### config.mk
export PLATFORM = sky130hd
export DESIGN_NAME = pbi_regs
export DESIGN_NICKNAME = d
export VERILOG_FILES = /design/src/logic/pbi_pkg.sv /design/src/logic/pbi_regs.sv
export SDC_FILE = /design/constraint.sdc
export NUM_CORES = 1
export LEC_CHECK = 0
export ABC_AREA = 0
export BUFFER_PORTS_ARGS = -buffer_cell sky130_fd_sc_hd__clkbuf_2
export CELL_PAD_IN_SITES_DETAIL_PLACEMENT = 2
export CELL_PAD_IN_SITES_GLOBAL_PLACEMENT = 2
export CORE_ASPECT_RATIO = 1.75
export CORE_MARGIN = 3
export CORE_UTILIZATION = 30
export DETAILED_ROUTE_END_ITERATION = 16
export MAX_ROUTING_LAYER = met4
export PLACE_DENSITY_LB_ADDON = 0.1
export SLEW_MARGIN = 0
export SYNTH_ARGS = -nofsm -noshare
export SYNTH_HDL_FRONTEND = slang
export SYNTH_SLANG_ARGS = --single-unit
### constraint.sdc
create_clock -name pclk -period 3.8 [get_ports pclk]
set_input_delay 0.19 -clock pclk [delete_from_list [all_inputs] [get_ports pclk]]
set_output_delay 0.19 -clock pclk [all_outputs]
set_load 0.05 [all_outputs]
### src/logic/pbi_pkg.sv
// Overview of operation
// - send ring wraps at base plus length, flags full
// - continuous send bit keeps transmit state
// - continuous receive bit keeps receive state
// - calibration stores band result, readable and writable
// - calibration stores amplitude result, readable and writable
// - status reports delimiter bit1, preamble bit0
// - assess irq: timer expiry, infinity only clear
// - timer mode exposes busy or clear result
// - full source bit6 from either ring
// - almost-full source bit5 from either threshold
// - receive end-of-frame source bit4
// - transmit end-of-frame source bit3
// - checksum-good source bit2
// - header irq armed by delimiter, issued after header
// - preamble-detect source bit0
// - mask bit one enables matching source
// - receive ring wraps at base plus length, flags full
// - send almost-full at base plus threshold
package pbi_pkg;

    // register indices; byte address is four times the index
    localparam logic [9:0] IDX_RX_STATUS   = 10'h01F;
    localparam logic [9:0] IDX_IRQ_MASK    = 10'h100;
    localparam logic [9:0] IDX_RX_ALMOST   = 10'h134;
    localparam logic [9:0] IDX_RX_LEN      = 10'h135;
    localparam logic [9:0] IDX_TX_ALMOST   = 10'h136;
    localparam logic [9:0] IDX_TX_LEN      = 10'h137;
    localparam logic [9:0] IDX_RSVD_A      = 10'h138;
    localparam logic [9:0] IDX_TEST        = 10'h139;
    localparam logic [9:0] IDX_RSVD_B      = 10'h13A;
    localparam logic [9:0] IDX_BAND        = 10'h13B;
    localparam logic [9:0] IDX_AMPL        = 10'h13C;
    localparam logic [9:0] IDX_IRQ_FLAGS   = 10'h336;
    localparam logic [9:0] IDX_TX_BASE     = 10'h3F0;
    localparam logic [9:0] IDX_RX_BASE     = 10'h3F1;
    localparam logic [9:0] IDX_ASSESS_CTRL = 10'h3F2;
    localparam logic [9:0] IDX_ASSESS_STAT = 10'h3F3;

    // field positions
    localparam int unsigned IRQ_ASSESS   = 7;
    localparam int unsigned IRQ_FULL     = 6;
    localparam int unsigned IRQ_ALMOST   = 5;
    localparam int unsigned IRQ_RX_EOF   = 4;
    localparam int unsigned IRQ_TX_EOF   = 3;
    localparam int unsigned IRQ_CRC_OK   = 2;
    localparam int unsigned IRQ_HEADER   = 1;
    localparam int unsigned IRQ_PREAMBLE = 0;
    localparam int unsigned TEST_CONT_RX = 0;
    localparam int unsigned TEST_CONT_TX = 1;
    localparam int unsigned STAT_SFD     = 1;
    localparam int unsigned STAT_PRE     = 0;
    localparam int unsigned ASSESS_INF   = 0;

    // values after reset and fixed read values
    localparam logic [7:0] RST_BYTE   = 8'h00;
    localparam logic [7:0] RSVD_B_VAL = 8'h01;
    localparam logic [7:0] ZERO_BYTE  = 8'h00;

    typedef enum logic [1:0] {
        idle_on_state,
        transmit_state,
        receive_assess_state
    } pbi_state_t;

endpackage : pbi_pkg

### src/logic/pbi_regs.sv
// Chosen here: the APB interface to the registers.
module pbi_regs #(
    parameter int unsigned ADDR_W = 12,
    parameter int unsigned PTR_W  = 9
) (
    input  wire logic                   pclk,
    input  wire logic                   presetn,
    input  wire logic                   psel,
    input  wire logic                   penable,
    input  wire logic                   pwrite,
    input  wire logic [ADDR_W-1:0]      paddr,
    input  wire logic [31:0]            pwdata,
    input  wire logic [3:0]             pstrb,
    output logic      [31:0]            prdata,
    output logic                        pready,
    output logic                        pslverr,
    input  wire logic                   start_send,
    input  wire logic                   start_receive,
    input  wire logic                   go_idle,
    input  wire logic                   send_byte_done,
    input  wire logic                   send_packet_done,
    input  wire logic                   recv_byte_written,
    input  wire logic                   recv_packet_done,
    input  wire logic                   preamble_seen,
    input  wire logic                   sfd_seen,
    input  wire logic                   phr_done,
    input  wire logic                   crc_good,
    input  wire logic                   assess_done,
    input  wire logic                   assess_clear,
    input  wire logic                   cal_done,
    input  wire logic [7:0]             cal_band,
    input  wire logic [7:0]             cal_amplitude,
    output pbi_pkg::pbi_state_t         radio_state,
    output logic      [PTR_W-1:0]       send_read_ptr,
    output logic      [PTR_W-1:0]       recv_write_ptr,
    output logic      [7:0]             osc_band_cal_result,
    output logic      [7:0]             osc_amplitude_cal_result,
    output logic                        channel_assess_result,
    output logic                        irq
);
    import pbi_pkg::*;

    // the index field needs paddr[11:2]; ring sums need nine bits
    if (ADDR_W < 12) begin : g_chk_addr
        $error("pbi_regs: ADDR_W must be at least 12");
    end
    if (PTR_W < 9) begin : g_chk_ptr
        $error("pbi_regs: PTR_W must be at least 9");
    end

    logic [9:0]  idx;
    logic        setup_ph;
    logic        access_ph;
    logic        wr_en;
    logic [7:0]  wbyte;
    logic [7:0]  rd_mux;

    logic [7:0]  interrupt_enable_mask;
    logic [7:0]  interrupt_pending_flags;
    logic [7:0]  send_ring_length;
    logic [7:0]  send_almost_level;
    logic [7:0]  receive_ring_length;
    logic [7:0]  receive_almost_level;
    logic [7:0]  send_ring_base;
    logic [7:0]  receive_ring_base;
    logic [1:0]  continuous_test_control;
    logic        assess_infinity;
    logic        frame_delimiter_seen;
    logic        preamble_detected;
    logic        header_pending;

    logic [7:0]  tx_off;
    logic [7:0]  rx_off;
    logic [7:0]  next_tx_off;
    logic [7:0]  next_rx_off;
    logic        tx_step;
    logic        rx_step;
    logic        tx_start;
    logic        rx_start;
    logic        tx_full;
    logic        rx_full;
    logic        tx_almost;
    logic        rx_almost;
    logic [7:0]  events;
    logic [7:0]  flag_clr;

    // whether a word index names a mapped register
    function automatic logic reg_known(input logic [9:0] i);
        logic k;
        k = 1'b0;
        if (i == IDX_RX_STATUS) k = 1'b1;
        else if (i == IDX_IRQ_MASK) k = 1'b1;
        else if (i >= IDX_RX_ALMOST && i <= IDX_AMPL) k = 1'b1;
        else if (i == IDX_IRQ_FLAGS) k = 1'b1;
        else if (i >= IDX_TX_BASE && i <= IDX_ASSESS_STAT) k = 1'b1;
        return k;
    endfunction : reg_known

    // ring address in packet memory, base plus offset
    function automatic logic [PTR_W-1:0] ring_addr(
        input logic [7:0] base,
        input logic [7:0] off
    );
        logic [8:0] s;
        s = {1'b0, base} + {1'b0, off};
        return PTR_W'(s);
    endfunction : ring_addr

    // apb decode: no wait states, lane 0 carries the byte
    assign idx       = paddr[11:2];
    assign setup_ph  = psel & ~penable;
    assign access_ph = psel & penable;
    assign wr_en     = access_ph & pwrite & pstrb[0] & reg_known(idx);
    assign wbyte     = pwdata[7:0];
    assign pready    = 1'b1;
    assign pslverr   = access_ph & ~reg_known(idx);

    // read mux; reserved and unmapped locations read as fixed values
    always_comb begin
        rd_mux = ZERO_BYTE;
        if (idx == IDX_RX_STATUS) begin
            rd_mux[STAT_SFD] = frame_delimiter_seen;
            rd_mux[STAT_PRE] = preamble_detected;
        end else if (idx == IDX_IRQ_MASK) begin
            rd_mux = interrupt_enable_mask;
        end else if (idx == IDX_RX_ALMOST) begin
            rd_mux = receive_almost_level;
        end else if (idx == IDX_RX_LEN) begin
            rd_mux = receive_ring_length;
        end else if (idx == IDX_TX_ALMOST) begin
            rd_mux = send_almost_level;
        end else if (idx == IDX_TX_LEN) begin
            rd_mux = send_ring_length;
        end else if (idx == IDX_TEST) begin
            rd_mux[1:0] = continuous_test_control;
        end else if (idx == IDX_RSVD_B) begin
            rd_mux = RSVD_B_VAL;
        end else if (idx == IDX_BAND) begin
            rd_mux = osc_band_cal_result;
        end else if (idx == IDX_AMPL) begin
            rd_mux = osc_amplitude_cal_result;
        end else if (idx == IDX_IRQ_FLAGS) begin
            rd_mux = interrupt_pending_flags;
        end else if (idx == IDX_TX_BASE) begin
            rd_mux = send_ring_base;
        end else if (idx == IDX_RX_BASE) begin
            rd_mux = receive_ring_base;
        end else if (idx == IDX_ASSESS_CTRL) begin
            rd_mux[ASSESS_INF] = assess_infinity;
        end else if (idx == IDX_ASSESS_STAT) begin
            rd_mux[0]   = channel_assess_result;
            rd_mux[2:1] = radio_state;
        end
    end

    // read data is captured in the setup phase so it comes from a flop
    always_ff @(posedge pclk or negedge presetn) begin
        if (!presetn) begin
            prdata <= 32'h0000_0000;
        end else if (setup_ph && !pwrite) begin
            prdata <= {24'h00_0000, rd_mux};
        end
    end

    // plain software-owned configuration registers
    always_ff @(posedge pclk or negedge presetn) begin
        if (!presetn) begin
            interrupt_enable_mask   <= RST_BYTE;
            send_ring_length        <= RST_BYTE;
            send_almost_level       <= RST_BYTE;
            receive_ring_length     <= RST_BYTE;
            receive_almost_level    <= RST_BYTE;
            send_ring_base          <= RST_BYTE;
            receive_ring_base       <= RST_BYTE;
            continuous_test_control <= 2'b00;
            assess_infinity         <= 1'b0;
        end else if (wr_en) begin
            if (idx == IDX_IRQ_MASK) begin
                interrupt_enable_mask <= wbyte;
            end else if (idx == IDX_TX_LEN) begin
                // values of two or less are the host's fault
                send_ring_length <= wbyte;
            end else if (idx == IDX_TX_ALMOST) begin
                send_almost_level <= wbyte;
            end else if (idx == IDX_RX_LEN) begin
                receive_ring_length <= wbyte;
            end else if (idx == IDX_RX_ALMOST) begin
                receive_almost_level <= wbyte;
            end else if (idx == IDX_TX_BASE) begin
                send_ring_base <= wbyte;
            end else if (idx == IDX_RX_BASE) begin
                receive_ring_base <= wbyte;
            end else if (idx == IDX_TEST) begin
                continuous_test_control <= wbyte[1:0];
            end else if (idx == IDX_ASSESS_CTRL) begin
                assess_infinity <= wbyte[ASSESS_INF];
            end
        end
    end

    // calibration results; a finished calibration beats a bus write
    always_ff @(posedge pclk or negedge presetn) begin
        if (!presetn) begin
            osc_band_cal_result      <= RST_BYTE;
            osc_amplitude_cal_result <= RST_BYTE;
        end else if (cal_done) begin
            osc_band_cal_result      <= cal_band;
            osc_amplitude_cal_result <= cal_amplitude;
        end else if (wr_en) begin
            if (idx == IDX_BAND) begin
                osc_band_cal_result <= wbyte;
            end else if (idx == IDX_AMPL) begin
                osc_amplitude_cal_result <= wbyte;
            end
        end
    end

    // radio state sequencing
    assign tx_start = (radio_state == idle_on_state) & start_send;
    assign rx_start = (radio_state == idle_on_state) & ~start_send
                      & start_receive;

    always_ff @(posedge pclk or negedge presetn) begin
        if (!presetn) begin
            radio_state <= idle_on_state;
        end else begin
            case (radio_state)
                idle_on_state: begin
                    if (tx_start) begin
                        radio_state <= transmit_state;
                    end else if (rx_start) begin
                        radio_state <= receive_assess_state;
                    end
                end
                transmit_state: begin
                    if (go_idle) begin
                        radio_state <= idle_on_state;
                    end else if (send_packet_done
                                 && !continuous_test_control[TEST_CONT_TX])
                    begin
                        radio_state <= idle_on_state;
                    end
                end
                receive_assess_state: begin
                    if (go_idle) begin
                        radio_state <= idle_on_state;
                    end else if (recv_packet_done
                                 && !continuous_test_control[TEST_CONT_RX])
                    begin
                        radio_state <= idle_on_state;
                    end
                end
                default: begin
                    radio_state <= idle_on_state;
                end
            endcase
        end
    end

    // ring offsets; compare before stepping so the last byte is base+len
    assign tx_step   = send_byte_done & (radio_state == transmit_state);
    assign rx_step   = recv_byte_written
                       & (radio_state == receive_assess_state);
    assign tx_full   = tx_step & (tx_off == send_ring_length);
    assign rx_full   = rx_step & (rx_off == receive_ring_length);
    assign tx_almost = tx_step & (tx_off == send_almost_level);
    assign rx_almost = rx_step & (rx_off == receive_almost_level);

    always_comb begin
        next_tx_off = tx_off;
        if (tx_start) begin
            next_tx_off = ZERO_BYTE;
        end else if (tx_full) begin
            next_tx_off = ZERO_BYTE;
        end else if (tx_step) begin
            next_tx_off = tx_off + 8'h01;
        end
    end

    always_comb begin
        next_rx_off = rx_off;
        if (rx_start) begin
            next_rx_off = ZERO_BYTE;
        end else if (rx_full) begin
            next_rx_off = ZERO_BYTE;
        end else if (rx_step) begin
            next_rx_off = rx_off + 8'h01;
        end
    end

    // pointers registered so the memory sees a clean address
    always_ff @(posedge pclk or negedge presetn) begin
        if (!presetn) begin
            tx_off         <= RST_BYTE;
            rx_off         <= RST_BYTE;
            send_read_ptr  <= '0;
            recv_write_ptr <= '0;
        end else begin
            tx_off         <= next_tx_off;
            rx_off         <= next_rx_off;
            send_read_ptr  <= ring_addr(send_ring_base, next_tx_off);
            recv_write_ptr <= ring_addr(receive_ring_base, next_rx_off);
        end
    end

    // detection status, cleared when a new reception starts
    always_ff @(posedge pclk or negedge presetn) begin
        if (!presetn) begin
            frame_delimiter_seen <= 1'b0;
            preamble_detected    <= 1'b0;
        end else begin
            if (sfd_seen) begin
                frame_delimiter_seen <= 1'b1;
            end else if (rx_start) begin
                frame_delimiter_seen <= 1'b0;
            end
            if (preamble_seen) begin
                preamble_detected <= 1'b1;
            end else if (rx_start) begin
                preamble_detected <= 1'b0;
            end
        end
    end

    // header irq is armed by the delimiter and fired at header end
    always_ff @(posedge pclk or negedge presetn) begin
        if (!presetn) begin
            header_pending <= 1'b0;
        end else if (sfd_seen) begin
            header_pending <= 1'b1;
        end else if (phr_done || radio_state == idle_on_state) begin
            header_pending <= 1'b0;
        end
    end

    // assessment outcome latched each time a period ends
    always_ff @(posedge pclk or negedge presetn) begin
        if (!presetn) begin
            channel_assess_result <= 1'b0;
        end else if (assess_done) begin
            channel_assess_result <= assess_clear;
        end
    end

    // event sources, one bit per pending flag
    always_comb begin
        events = ZERO_BYTE;
        events[IRQ_ASSESS]   = assess_done
                               & (~assess_infinity | assess_clear);
        events[IRQ_FULL]     = tx_full | rx_full;
        events[IRQ_ALMOST]   = tx_almost | rx_almost;
        events[IRQ_RX_EOF]   = recv_packet_done
                               & (radio_state == receive_assess_state);
        events[IRQ_TX_EOF]   = send_packet_done
                               & (radio_state == transmit_state);
        events[IRQ_CRC_OK]   = crc_good;
        events[IRQ_HEADER]   = phr_done & header_pending;
        events[IRQ_PREAMBLE] = preamble_seen;
    end

    // write one to clear; a new event in the same cycle wins
    assign flag_clr = (wr_en && idx == IDX_IRQ_FLAGS) ? wbyte : ZERO_BYTE;

    always_ff @(posedge pclk or negedge presetn) begin
        if (!presetn) begin
            interrupt_pending_flags <= RST_BYTE;
        end else begin
            // one expression, so the flags keep a single driver
            interrupt_pending_flags <= (interrupt_pending_flags & ~flag_clr)
                                       | events;
        end
    end

    // single level interrupt, gated per source by the mask
    assign irq = |(interrupt_pending_flags & interrupt_enable_mask);

endmodule : pbi_regs

==> key figures, run 1 <==
Worst setup path
  – Buf+Inv Stages, Crit Path: 1
  – Slowest-stage cell, CP: dfrtp_1
  – CP Launch Type: flop
  – Crit path required time: 4.13 ns
  – Cell-by-cell trace of the critical path: and3b_1, nand3_1, nor4_1, a21o_1, nor2_1, ha_1, inv_1, fa_1, nor2b_1, o21ai_0, a21boi_0, o31a_1, o22a_1
  – Critical register-to-register path startpoint: radio_state[1]
  – Crit path max fanout: 9
  – Top delay family on crit path: compound AO/OA/AOI/OAI gates
  – Setup crit end kind: flop
  – WP data arrival: 3.74 ns
  – CP Launch Point: radio_state[1]
  – WS Path Type: reg2reg
  – Worst path max stage delay: a little under 0.5 ns

Final layout
  – Layout cell share with drive strength beyond 1: 0.281
  – Top flop regs: recv_write_ptr: 9 flops, send_read_ptr: 9 flops
  – Commonest non-fill, non-tap cell in the layout: dfrtp_1
  – Final core occ: 0.363
  – Inserted Diodes: 0
  – Commonest cells after routing, fill and taps aside: dfrtp_1 (131), clkbuf_2 (99), nor2_1 (48)
  – Area delta synth->final: 19.1%
  – Final #Nets: slightly above 900
  – Post-Layout Cell Count: 1159

Clock tree
  – CTS resizes: 0
  – Clock Latency Late Sink: roughly 0.44 ns
  – Clock tree buffer depth: 2
  – CTS Buf Count: 17
  – CTS root buffer: clkbuf_16
  – CTS sink count: ~130
  – Reg clk slew, reported paths: approximately 0.06 ns
  – H-tree depth: 4
  – CTS tree: built

Floorplan
  – Row cnt: 77
  – Die Area: about 28000 µm²
  – DIE HEIGHT: roughly 220 µm
  – # IOs: 155
  – Initial core utilization: 0.305
  – Placeable Area: roughly 25000 µm²
  – Die W: 127 µm

Routing
  – Detailed Route Iter0 Violations: 217
  – Avg Vias per Cell: ~5.2
  – DR pass1 iterations: 4
  – Detail Route Antenna Nets: 0
  – Vias: roughly 6.1k
  – Routed len/inst: 24.3 µm
  – Routed WL: between 20 and 30 mm
  – # DRC: 0

Min path
  – Min-delay worst type: in2reg
  – Hold_sp: go_idle

Synthesis
  – Syn Std Cell Area: 7720 µm²
  – Synth warn: 0
  – Synth top area share: 0.425
  – Top FF cell, synth: dfrtp_1
  – Post-synth EDFFs: 0
  – Synth unique cells: a little over 80
  – Synthesized instance count: just over 700
  – Synth Register Bits: between 100 and 150
  – Top cells by area, synth: dfrtp_1 (42%), mux2_2 (6.3%), xor2_1 (3.5%), mux2i_1 (3.4%), mux2_4 (3.3%)
  – Avg Inst Size Synth: roughly 11 µm²
  – Largest area contributor in the netlist: dfrtp_1
  – Asr flop ratio synth: 1.00
  – Post-synthesis sequential area ratio: 0.425

STA
  – Final Skew: slightly below 0.007 ns
  – Final hold vios: 0
  – Fmax: 0.293 GHz
  – Worst slew pin tran: about 0.80 ns
  – Post-Route Setup TNS: 0 ns
  – Max-slew violation count: 0
  – Final Cycle Share: 0.898
  – RSZ-0062 raised after global routing: no
  – Minimum clock period: around 3.4 ns
  – Worst rel slew slack: 0.469
  – Setup violations, final: 0

Power and ir drop
  – Pleak: approximately 4.4 nW
  – Clk pwr share: 0.429
  – Pwr per Cell Area: between 400 and 500 nW/µm²
  – Worst vdd ir: about 0.00034 V
  – P_int: about 2.6 mW
  – Logic pwr share: 0.162
  – Sequential fraction of design power: 0.409
  – Psw: around 1.1 mW
  – Sw frac: 0.307

Global routing
  – Tot GR Track Use: 0.218
  – Vias in the first global route: approximately 6.9k
  – Antenna violations before repair: 1
  – First-pass GRT wire length: 43.5 mm
  – Grt ovf: 0
  – Largest net degree at the start of global routing: 78

Place
  – Hpwl dp: ~22 mm
  – IO Port Bufs: 100
  – Placer Congestion: between 0.8 and 0.9
  – Placed Cells incl. Taps: between 1k and 1.5k

Flow run
  – Max Cap Viol: 0

Status
  – Status: finished clean
worst paths after layout:
path                                             end  slack, ns  depth (start not counted)
worst max-delay path                send_read_ptr[8]       0.39                         13
worst min-delay path                  radio_state[1]       0.03                          3
worst max register to register      send_read_ptr[8]       0.39                         13
worst min register to register  frame_delimiter_seen       0.51                          1
max in group asynchronous                  prdata[3]       2.50                          3
min in group asynchronous             header_pending       0.31                          2
per-stage QoR:
stage | area [µm²] | power (mW) | hold slack, ns | worst slack (ns)
after CTS | 9190 | 3.76 | 0.000165 | 0.330
after detailed placement | 8400 | 2.12 | 0.275 | 0.320
after floorplan | 7800 | 1.92 | -0.106 | 0.588
final | 9190 | 3.69 | 0.0256 | 0.389
after global placement | 8400 | 2.10 | 0.261 | 0.562
after global routing | 9190 | 3.85 | 0.0496 | 0.110
power groups by stage:
stage	combinational (mW)	sequential (mW)	clock (mW)
2_1_floorplan	0.277	1.64	0
3_3_place_gp	0.572	1.53	0
3_5_place_dp	0.584	1.53	0
4_1_cts	0.608	1.51	1.64
5_1_grt	0.646	1.52	1.69
6_report	0.597	1.51	1.59
what timing repair did:
item | in CTS | in global routing
endpoints found under the hold margin | 99 | 0
buffers inserted | 0 | 0
hold buffers | 24 | 0
routing by layer:
| metal | GRT usage | vias to the layer above | wire, µm |
|---|---|---|---|
| li1 | - | 2776 | - |
| met1 | 0.231 | 3097 | 10700 |
| met2 | 0.386 | 131 | 15100 |
| met3 | 0.0291 | 63 | 768 |
| met4 | 0.124 | 0 | 1520 |
| met5 | - | - | 0 |
Yosys cell counts, drive strengths merged (7+ instances only):
cell type  count
ha            18
nor2          50
o21ai         32
nand4         20
inv           14
mux2i         26
clkbuf        22
a21o           9
nand3         13
o31ai          7
a22oi          9
dfrtp        131
buf           47
and3           7
a21oi         30
mux2          60
nand2         50
xnor2         25
xor2          31
o21a           9
tightest hold or removal path: stages:
cell	delay (ns)
clkbuf_2	0.10
a21o_1	0.08
o31ai_1	0.05
cells by family after synthesis:
kind of cell    Yosys count  share of synthesized area
flops                   131                      0.425
mux                      92                      0.147
other cells               2                   0.000973
buf+inv                  83                     0.0577
simple gates            192                      0.144
xor+xnor                 56                     0.0636
fa+ha+maj                20                     0.0344
compound gates          146                      0.128
area by class of cell:
class,instances,area [µm²]
Clock inverter,9,80.1
Inverter,14,52.6
Fill cell,2772,16100
Clock buffer,23,478
Sequential cell,131,3280
Timing Repair Buffer,135,830
Tap cell,316,395
Multi-Input combinational cell,531,4080
No activity file was read; power rests on OpenSTA's default activity.
==> run 2, diff against run 1 <==
--- a/config.mk
+++ b/config.mk
@@ -15,6 +15,7 @@
 export DETAILED_ROUTE_END_ITERATION = 16
 export MAX_ROUTING_LAYER = met4
 export PLACE_DENSITY_LB_ADDON = 0.1
+export RECOVER_POWER = 25
 export SLEW_MARGIN = 0
 export SYNTH_ARGS = -nofsm -noshare
 export SYNTH_HDL_FRONTEND = slang
==> key figures, run 2 (synthesized netlist as in run 1, its figures left out) <==
Worst setup path
  – Slowest-stage cell, CP: dfrtp_1
  – Setup crit end kind: flop
  – R2R depth: 13 (unchanged)
  – Worst path max stage delay: 0.49 ns (about the same)
  – Reg2reg setup slack: 0.38 ns (about the same)
  – Reg2reg end: send_read_ptr[8]
  – Crit path required time: 4.13 ns (about the same)
  – Cell-by-cell trace of the critical path: and3b_1, nand3_1, nor4_1, a21o_1, nor2_1, ha_1, inv_1, fa_1, nor2b_1, o21ai_0, a21boi_0, o31a_1, o22a_1
  – CP Launch Type: flop
  – WS Path Type: reg2reg
  – WP data arrival: 3.75 ns (about the same)
  – Crit path max fanout: 9 (unchanged)
  – Critical register-to-register path startpoint: radio_state[1]

Place
  – Hpwl dp: 21.7 mm (unchanged)
  – IO Port Bufs: 100 (unchanged)
  – Placed Cells incl. Taps: 1103 (unchanged)
  – Placer Congestion: 0.872 (unchanged)
  – Post-DP Area: 8400 µm² (unchanged)
  – DP Worst Slack: 0.320 ns (unchanged)

Clock tree
  – Reg clk slew, reported paths: 0.06 ns (about the same)
  – CTS tree: built
  – CTS Buf Count: 17 (unchanged)
  – H-tree depth: 4 (unchanged)
  – CTS sink count: 131 (unchanged)
  – CTS resizes: 0 (unchanged)
  – Setup Buffers After CTS: 0 (unchanged)
  – Clock Latency Late Sink: 0.44 ns (about the same)
  – CTS Hold Bufs: 24 (unchanged)
  – Clock tree buffer depth: 2 (unchanged)
  – CTS root buffer: clkbuf_16

Floorplan
  – Initial core utilization: 0.305 (unchanged)
  – Die Area: 27800 µm² (unchanged)
  – Row cnt: 77 (unchanged)
  – # IOs: 155 (unchanged)
  – Die W: 127 µm (unchanged)
  – DIE HEIGHT: 218 µm (unchanged)
  – Placeable Area: 25300 µm² (unchanged)

Final layout
  – Final #Nets: 933 (unchanged)
  – Commonest non-fill, non-tap cell in the layout: dfrtp_1
  – Commonest cells after routing, fill and taps aside: dfrtp_1 (131), clkbuf_2 (100), nor2_1 (48)
  – Top flop regs: recv_write_ptr: 9 flops, send_read_ptr: 9 flops
  – Final Cell Area: 9180 µm² (-0.11%)
  – Fillers: 2774 (+0.072%)
  – Inserted Diodes: 0 (unchanged)
  – Post-Layout Cell Count: 1159 (unchanged)
  – Area delta synth->final: 19.0%
  – Layout cell share with drive strength beyond 1: 0.280 (-0.00119)

STA
  – Fmax: 0.292 GHz (-0.27%)
  – Final hold vios: 0 (unchanged)
  – Max-slew violation count: 78 (+78)
  – Worst rel slew slack: -0.374 (-0.843)
  – Worst Slack Setup Final: 0.379 ns (-0.00925 ns)
  – Final Skew: 0.00665 ns (-0.000164 ns)
  – Worst slew pin tran: 2.06 ns (+1.26 ns)
  – Setup violations, final: 0 (unchanged)
  – Post-Route Setup TNS: 0 ns (unchanged)
  – RSZ-0062 raised after global routing: no
  – Minimum clock period: 3.42 ns (+0.00925 ns)
  – Final Cycle Share: 0.900 (+0.00243)

Routing
  – Vias: 6060 (-0.12%)
  – Wire length on met1: 10.7 mm (about the same)
  – # DRC: 0 (unchanged)
  – Detailed Route Iter0 Violations: 201 (-7.4%)
  – Routed length on met3: 763 µm (-0.65%)
  – Routed len/inst: 24.3 µm (about the same)
  – Top layer in use: met4
  – DR pass1 iterations: 4 (unchanged)
  – Routed WL: 28.2 mm (about the same)
  – Avg Vias per Cell: 5.23 (-0.12%)
  – Detail Route Antenna Nets: 0 (unchanged)
  – WL met2: 15.1 mm (about the same)

Global routing
  – Largest net degree at the start of global routing: 78 (unchanged)
  – First-pass GRT wire length: 43.5 mm (unchanged)
  – Antenna violations before repair: 1 (unchanged)
  – Grt ovf: 0 (unchanged)
  – Vias in the first global route: 6928 (unchanged)
  – Tot GR Track Use: 0.218 (unchanged)

Status
  – Status: finished with violations
  – Violations in the final reports: capacitance limit, slew limit

Min path
  – Min-delay worst type: in2reg
  – Hold EP: radio_state[1]
  – Hold_sp: go_idle
  – Hold Crit Depth: 3 (unchanged)

Power and ir drop
  – Pwr per Cell Area: 402 nW/µm² (about the same)
  – Pleak: 4.44 nW (-0.12%)
  – Worst vdd ir: 0.000345 V (about the same)

Flow run
  – Max Cap Viol: 1 (+1)
run 2: cell types whose count changed in the layout (fill, tap and decap cells not counted):
cell / change
buf_4: -1
buf_6: -1
clkbuf_2: +1
clkbuf_1: +1
run 2: worst max-delay path by stage:
| stage | cells past startpoint | slack, ns | from | to |
|---|---|---|---|---|
| 2_1_floorplan | 11 | 0.59 | radio_state[0] | recv_write_ptr[6] |
| 3_3_place_gp | 13 | 0.56 | radio_state[1] | send_read_ptr[8] |
| 3_5_place_dp | 13 | 0.32 | tx_off[7] | send_read_ptr[8] |
| 4_1_cts | 13 | 0.33 | tx_off[7] | send_read_ptr[8] |
| 5_1_grt | 13 | 0.11 | radio_state[1] | send_read_ptr[8] |
| 6_report | 13 | 0.38 | radio_state[1] | send_read_ptr[8] |
run 2: where the power goes:
part	total [mW]	internal, mW	switching, mW	leakage (nW)
registers	1.51	1.45	0.0627	1.73
logic	0.595	0.163	0.432	2.43
clock network	1.59	0.946	0.640	0.277
total	3.69	2.56	1.13	4.44
run 2: metal layers:
metal  up-vias  GRT usage
li1       2773          -
met1      3095      0.231
met2       129      0.386
met3        63     0.0291
met4         0      0.124
met5         -          -
run 2: cell type report:
class	count	area [µm²]	share of cell area
sequential	131	3280	0.357
clock buffer	23	478	0.0520
inverter	14	52.6	0.00572
tap	316	395	0.0431
timing repair buffer	135	820	0.0892
multi-input combinational	531	4080	0.444
clock inverter	9	80.1	0.00872
run 2: critical path, delay by kind of cell (launching register included):
family	cells	cell delay (ns)
simple gates	5	1.06
flops	1	0.49
buf+inv	1	0.08
fa+ha+maj	2	0.43
compound gates	5	1.25
run 2: per-stage QoR:
step | total power, mW | hold slack [ns] | utilization
finish | 3.69 | 0.0256 | 0.362
floorplan | 1.92 | -0.106 | -
detailed placement | 2.12 | 0.275 | 0.331
CTS | 3.76 | 0.000165 | 0.363
global route | 3.85 | 0.0496 | 0.362
global placement | 2.10 | 0.261 | 0.331
==> run 3, diff against run 2 <==
==> constraint.sdc (replaced) <==
create_clock -name pclk -period 3.55 [get_ports pclk]
set_input_delay 0.1775 -clock pclk [delete_from_list [all_inputs] [get_ports pclk]]
set_output_delay 0.1775 -clock pclk [all_outputs]
set_load 0.05 [all_outputs]
==> key figures, run 3 (synthesized netlist as in run 1, its figures left out) <==
Worst setup path
  – WS Path Type: reg2reg
  – Slowest-stage cell, CP: dfrtp_1
  – R2R depth: 14 (+1)
  – CP Launch Type: flop
  – Critical register-to-register path startpoint: radio_state[1]
  – Setup crit end kind: flop
  – Crit path required time: 3.93 ns (-0.20 ns)
  – Worst path max stage delay: 0.54 ns (+0.05 ns)
  – CP Launch Point: radio_state[1]
  – Reg2reg end: send_read_ptr[6]
  – Crit path max fanout: 9 (unchanged)
  – Reg2reg setup slack: 0.34 ns (-0.04 ns)
  – Cell-by-cell trace of the critical path: and3b_1, nand3_1, nor4_1, buf_4, a21o_1, buf_4, or2_2, fa_1, nor2b_1, o21ai_0, a21boi_0, buf_4, o21ai_0, a21oi_1
  – Cell mode on critical path: buf_4
  – WP data arrival: 3.59 ns (-0.16 ns)

Final layout
  – Fillers: 2728 (-1.7%)
  – Layout cell share with drive strength beyond 1: 0.282 (+0.00156)
  – Top flop regs: recv_write_ptr: 9 flops, send_read_ptr: 9 flops
  – Multi-input logic area: 4080 µm² (about the same)
  – Post-Layout Cell Count: 1165 (+0.52%)
  – Commonest cells after routing, fill and taps aside: dfrtp_1 (131), clkbuf_2 (100), nor2_1 (47)
  – Commonest non-fill, non-tap cell in the layout: dfrtp_1
  – Area delta synth->final: 21.4%
  – Final core occ: 0.370 (+0.00721)
  – Sequential cell area: 3280 µm² (unchanged)
  – Inserted Diodes: 0 (unchanged)
  – Final #Nets: 939 (+0.64%)

Clock tree
  – CTS Buf Count: 17 (unchanged)
  – Setup Buffers After CTS: 0 (unchanged)
  – Clock tree buffer depth: 2 (unchanged)
  – CTS root buffer: clkbuf_16
  – CTS sink count: 131 (unchanged)
  – Clock Latency Late Sink: 0.45 ns (about the same)
  – H-tree depth: 4 (unchanged)
  – CTS tree: built
  – Reg clk slew, reported paths: 0.06 ns (about the same)

Floorplan
  – Die Area: 27800 µm² (unchanged)
  – DIE HEIGHT: 218 µm (unchanged)
  – # IOs: 155 (unchanged)
  – Row cnt: 77 (unchanged)
  – Initial core utilization: 0.305 (unchanged)
  – Placeable Area: 25300 µm² (unchanged)
  – Die W: 127 µm (unchanged)

Place
  – IO Port Bufs: 100 (unchanged)
  – Placed Cells incl. Taps: 1106 (+0.27%)
  – Placer Congestion: 0.890 (+2.0%)
  – Hpwl dp: 21.7 mm (about the same)

STA
  – Post-Route Setup TNS: 0 ns (unchanged)
  – Final Cycle Share: 0.904 (+0.00397)
  – Minimum clock period: 3.21 ns (-0.211 ns)
  – Fmax: 0.312 GHz (+6.6%)
  – Final hold vios: 0 (unchanged)
  – Final Skew: 0.00942 ns (+0.00277 ns)
  – Max-slew violation count: 94 (+21%)
  – Setup violations, final: 0 (unchanged)
  – RSZ-0062 raised after global routing: no
  – Worst rel slew slack: -0.665 (-0.291)
  – Worst slew pin tran: 2.50 ns (+0.436 ns)

Power and ir drop
  – Final Power: 4.36 mW (+18%)
  – Pleak: 4.53 nW (+1.9%)
  – Pwr per Cell Area: 466 nW/µm² (+16%)
  – Worst vdd ir: 0.000339 V (-1.5%)

Global routing
  – First-pass GRT wire length: 43.3 mm (-0.44%)
  – Antenna violations before repair: 0 (-1)
  – Tot GR Track Use: 0.218 (-0.000279)
  – Largest net degree at the start of global routing: 94 (+21%)
  – Vias in the first global route: 6855 (-1.1%)
  – Grt ovf: 0 (unchanged)

Min path
  – Hold EP: osc_band_cal_result[1]
  – Min-delay worst type: in2reg
  – Hold_sp: cal_band[1]
  – Hold Crit Depth: 3 (unchanged)

Routing
  – Detailed Route Iter0 Violations: 221 (+10%)
  – Detail Route Antenna Nets: 0 (unchanged)
  – Routed WL: 28.4 mm (+0.97%)
  – # DRC: 0 (unchanged)
  – Avg Vias per Cell: 5.25 (+0.44%)
  – Routed len/inst: 24.4 µm (+0.45%)
  – DR pass1 iterations: 5 (+1)
  – Vias: 6118 (+0.96%)

Status
  – Status: finished with violations
  – Violations in the final reports: capacitance limit, slew limit

Flow run
  – Max Cap Viol: 1 (unchanged)
[run 3: cell count changes in the layout (fill, tap and decap cells not counted), sizes merged]
| cell | before | now |
|---|---|---|
| clkbuf | 124 | 123 |
| bufinv | 1 | 7 |
| inv | 14 | 15 |
| clkinvlp | 1 | 0 |
| dlygate4sd3 | 24 | 27 |
| clkinv | 7 | 1 |
| buf | 10 | 14 |
[run 3: worst max-delay path by stage]
stage | end | slack, ns | cells after the start
floorplan | recv_write_ptr[6] | 0.34 | 11
global placement | send_read_ptr[8] | 0.34 | 14
detailed placement | recv_write_ptr[6] | 0.27 | 11
CTS | recv_write_ptr[6] | 0.27 | 11
global route | recv_write_ptr[6] | 0.05 | 11
finish | send_read_ptr[6] | 0.34 | 14
[run 3: cell type report]
type / count / area share
repair buffers: 141 / 0.0935
inverters: 14 / 0.00561
clock buffers: 23 / 0.0489
flip-flops and latches: 131 / 0.350
well taps: 316 / 0.0422
clock inverters: 9 / 0.0239
multi-input cells: 531 / 0.436
[run 3: power breakdown]
group | internal (mW) | leakage [nW] | switching, mW
Combinational | 0.182 | 2.46 | 0.462
Clock | 1.41 | 0.330 | 0.693
Sequential | 1.55 | 1.73 | 0.0687
Total | 3.14 | 4.53 | 1.22
[run 3: per-layer routing]
| layer | routed length, µm | part of all wire | track usage | vias to the layer above |
|---|---|---|---|---|
| met3 | 636 | 0.022 | 0.0298 | 32 |
| met2 | 15700 | 0.55 | 0.393 | 114 |
| met4 | 894 | 0.031 | 0.0888 | 0 |
| met5 | 0 | 0 | - | - |
| li1 | - | - | - | 2783 |
| met1 | 11200 | 0.39 | 0.238 | 3189 |
[run 3: what timing repair did]
item,in CTS,in global routing
endpoints found under the setup margin,0,1
hold endpoints to repair,118,0
hold buffers,27,0
resized for setup,0,1
[run 3: through the flow]
step	hold WS [ns]	cell area [µm²]	worst slack (ns)
after floorplan	-0.118	7800	0.338
final	0.0215	9370	0.340
after detailed placement	0.324	8420	0.265
after global placement	0.323	8420	0.336
after CTS	0.00522	9370	0.266
after global routing	0.0498	9370	0.0532
[run 3: worst max-delay path: cells and delay by family, from the launching register on]
family                   cells  cell delay, ns
flip-flops                   1            0.54
AND/OR/NAND/NOR              5            0.84
adder cells (fa/ha/maj)      1            0.43
AO/OA/AOI/OAI                5            0.82
buffers and inverters        3            0.50
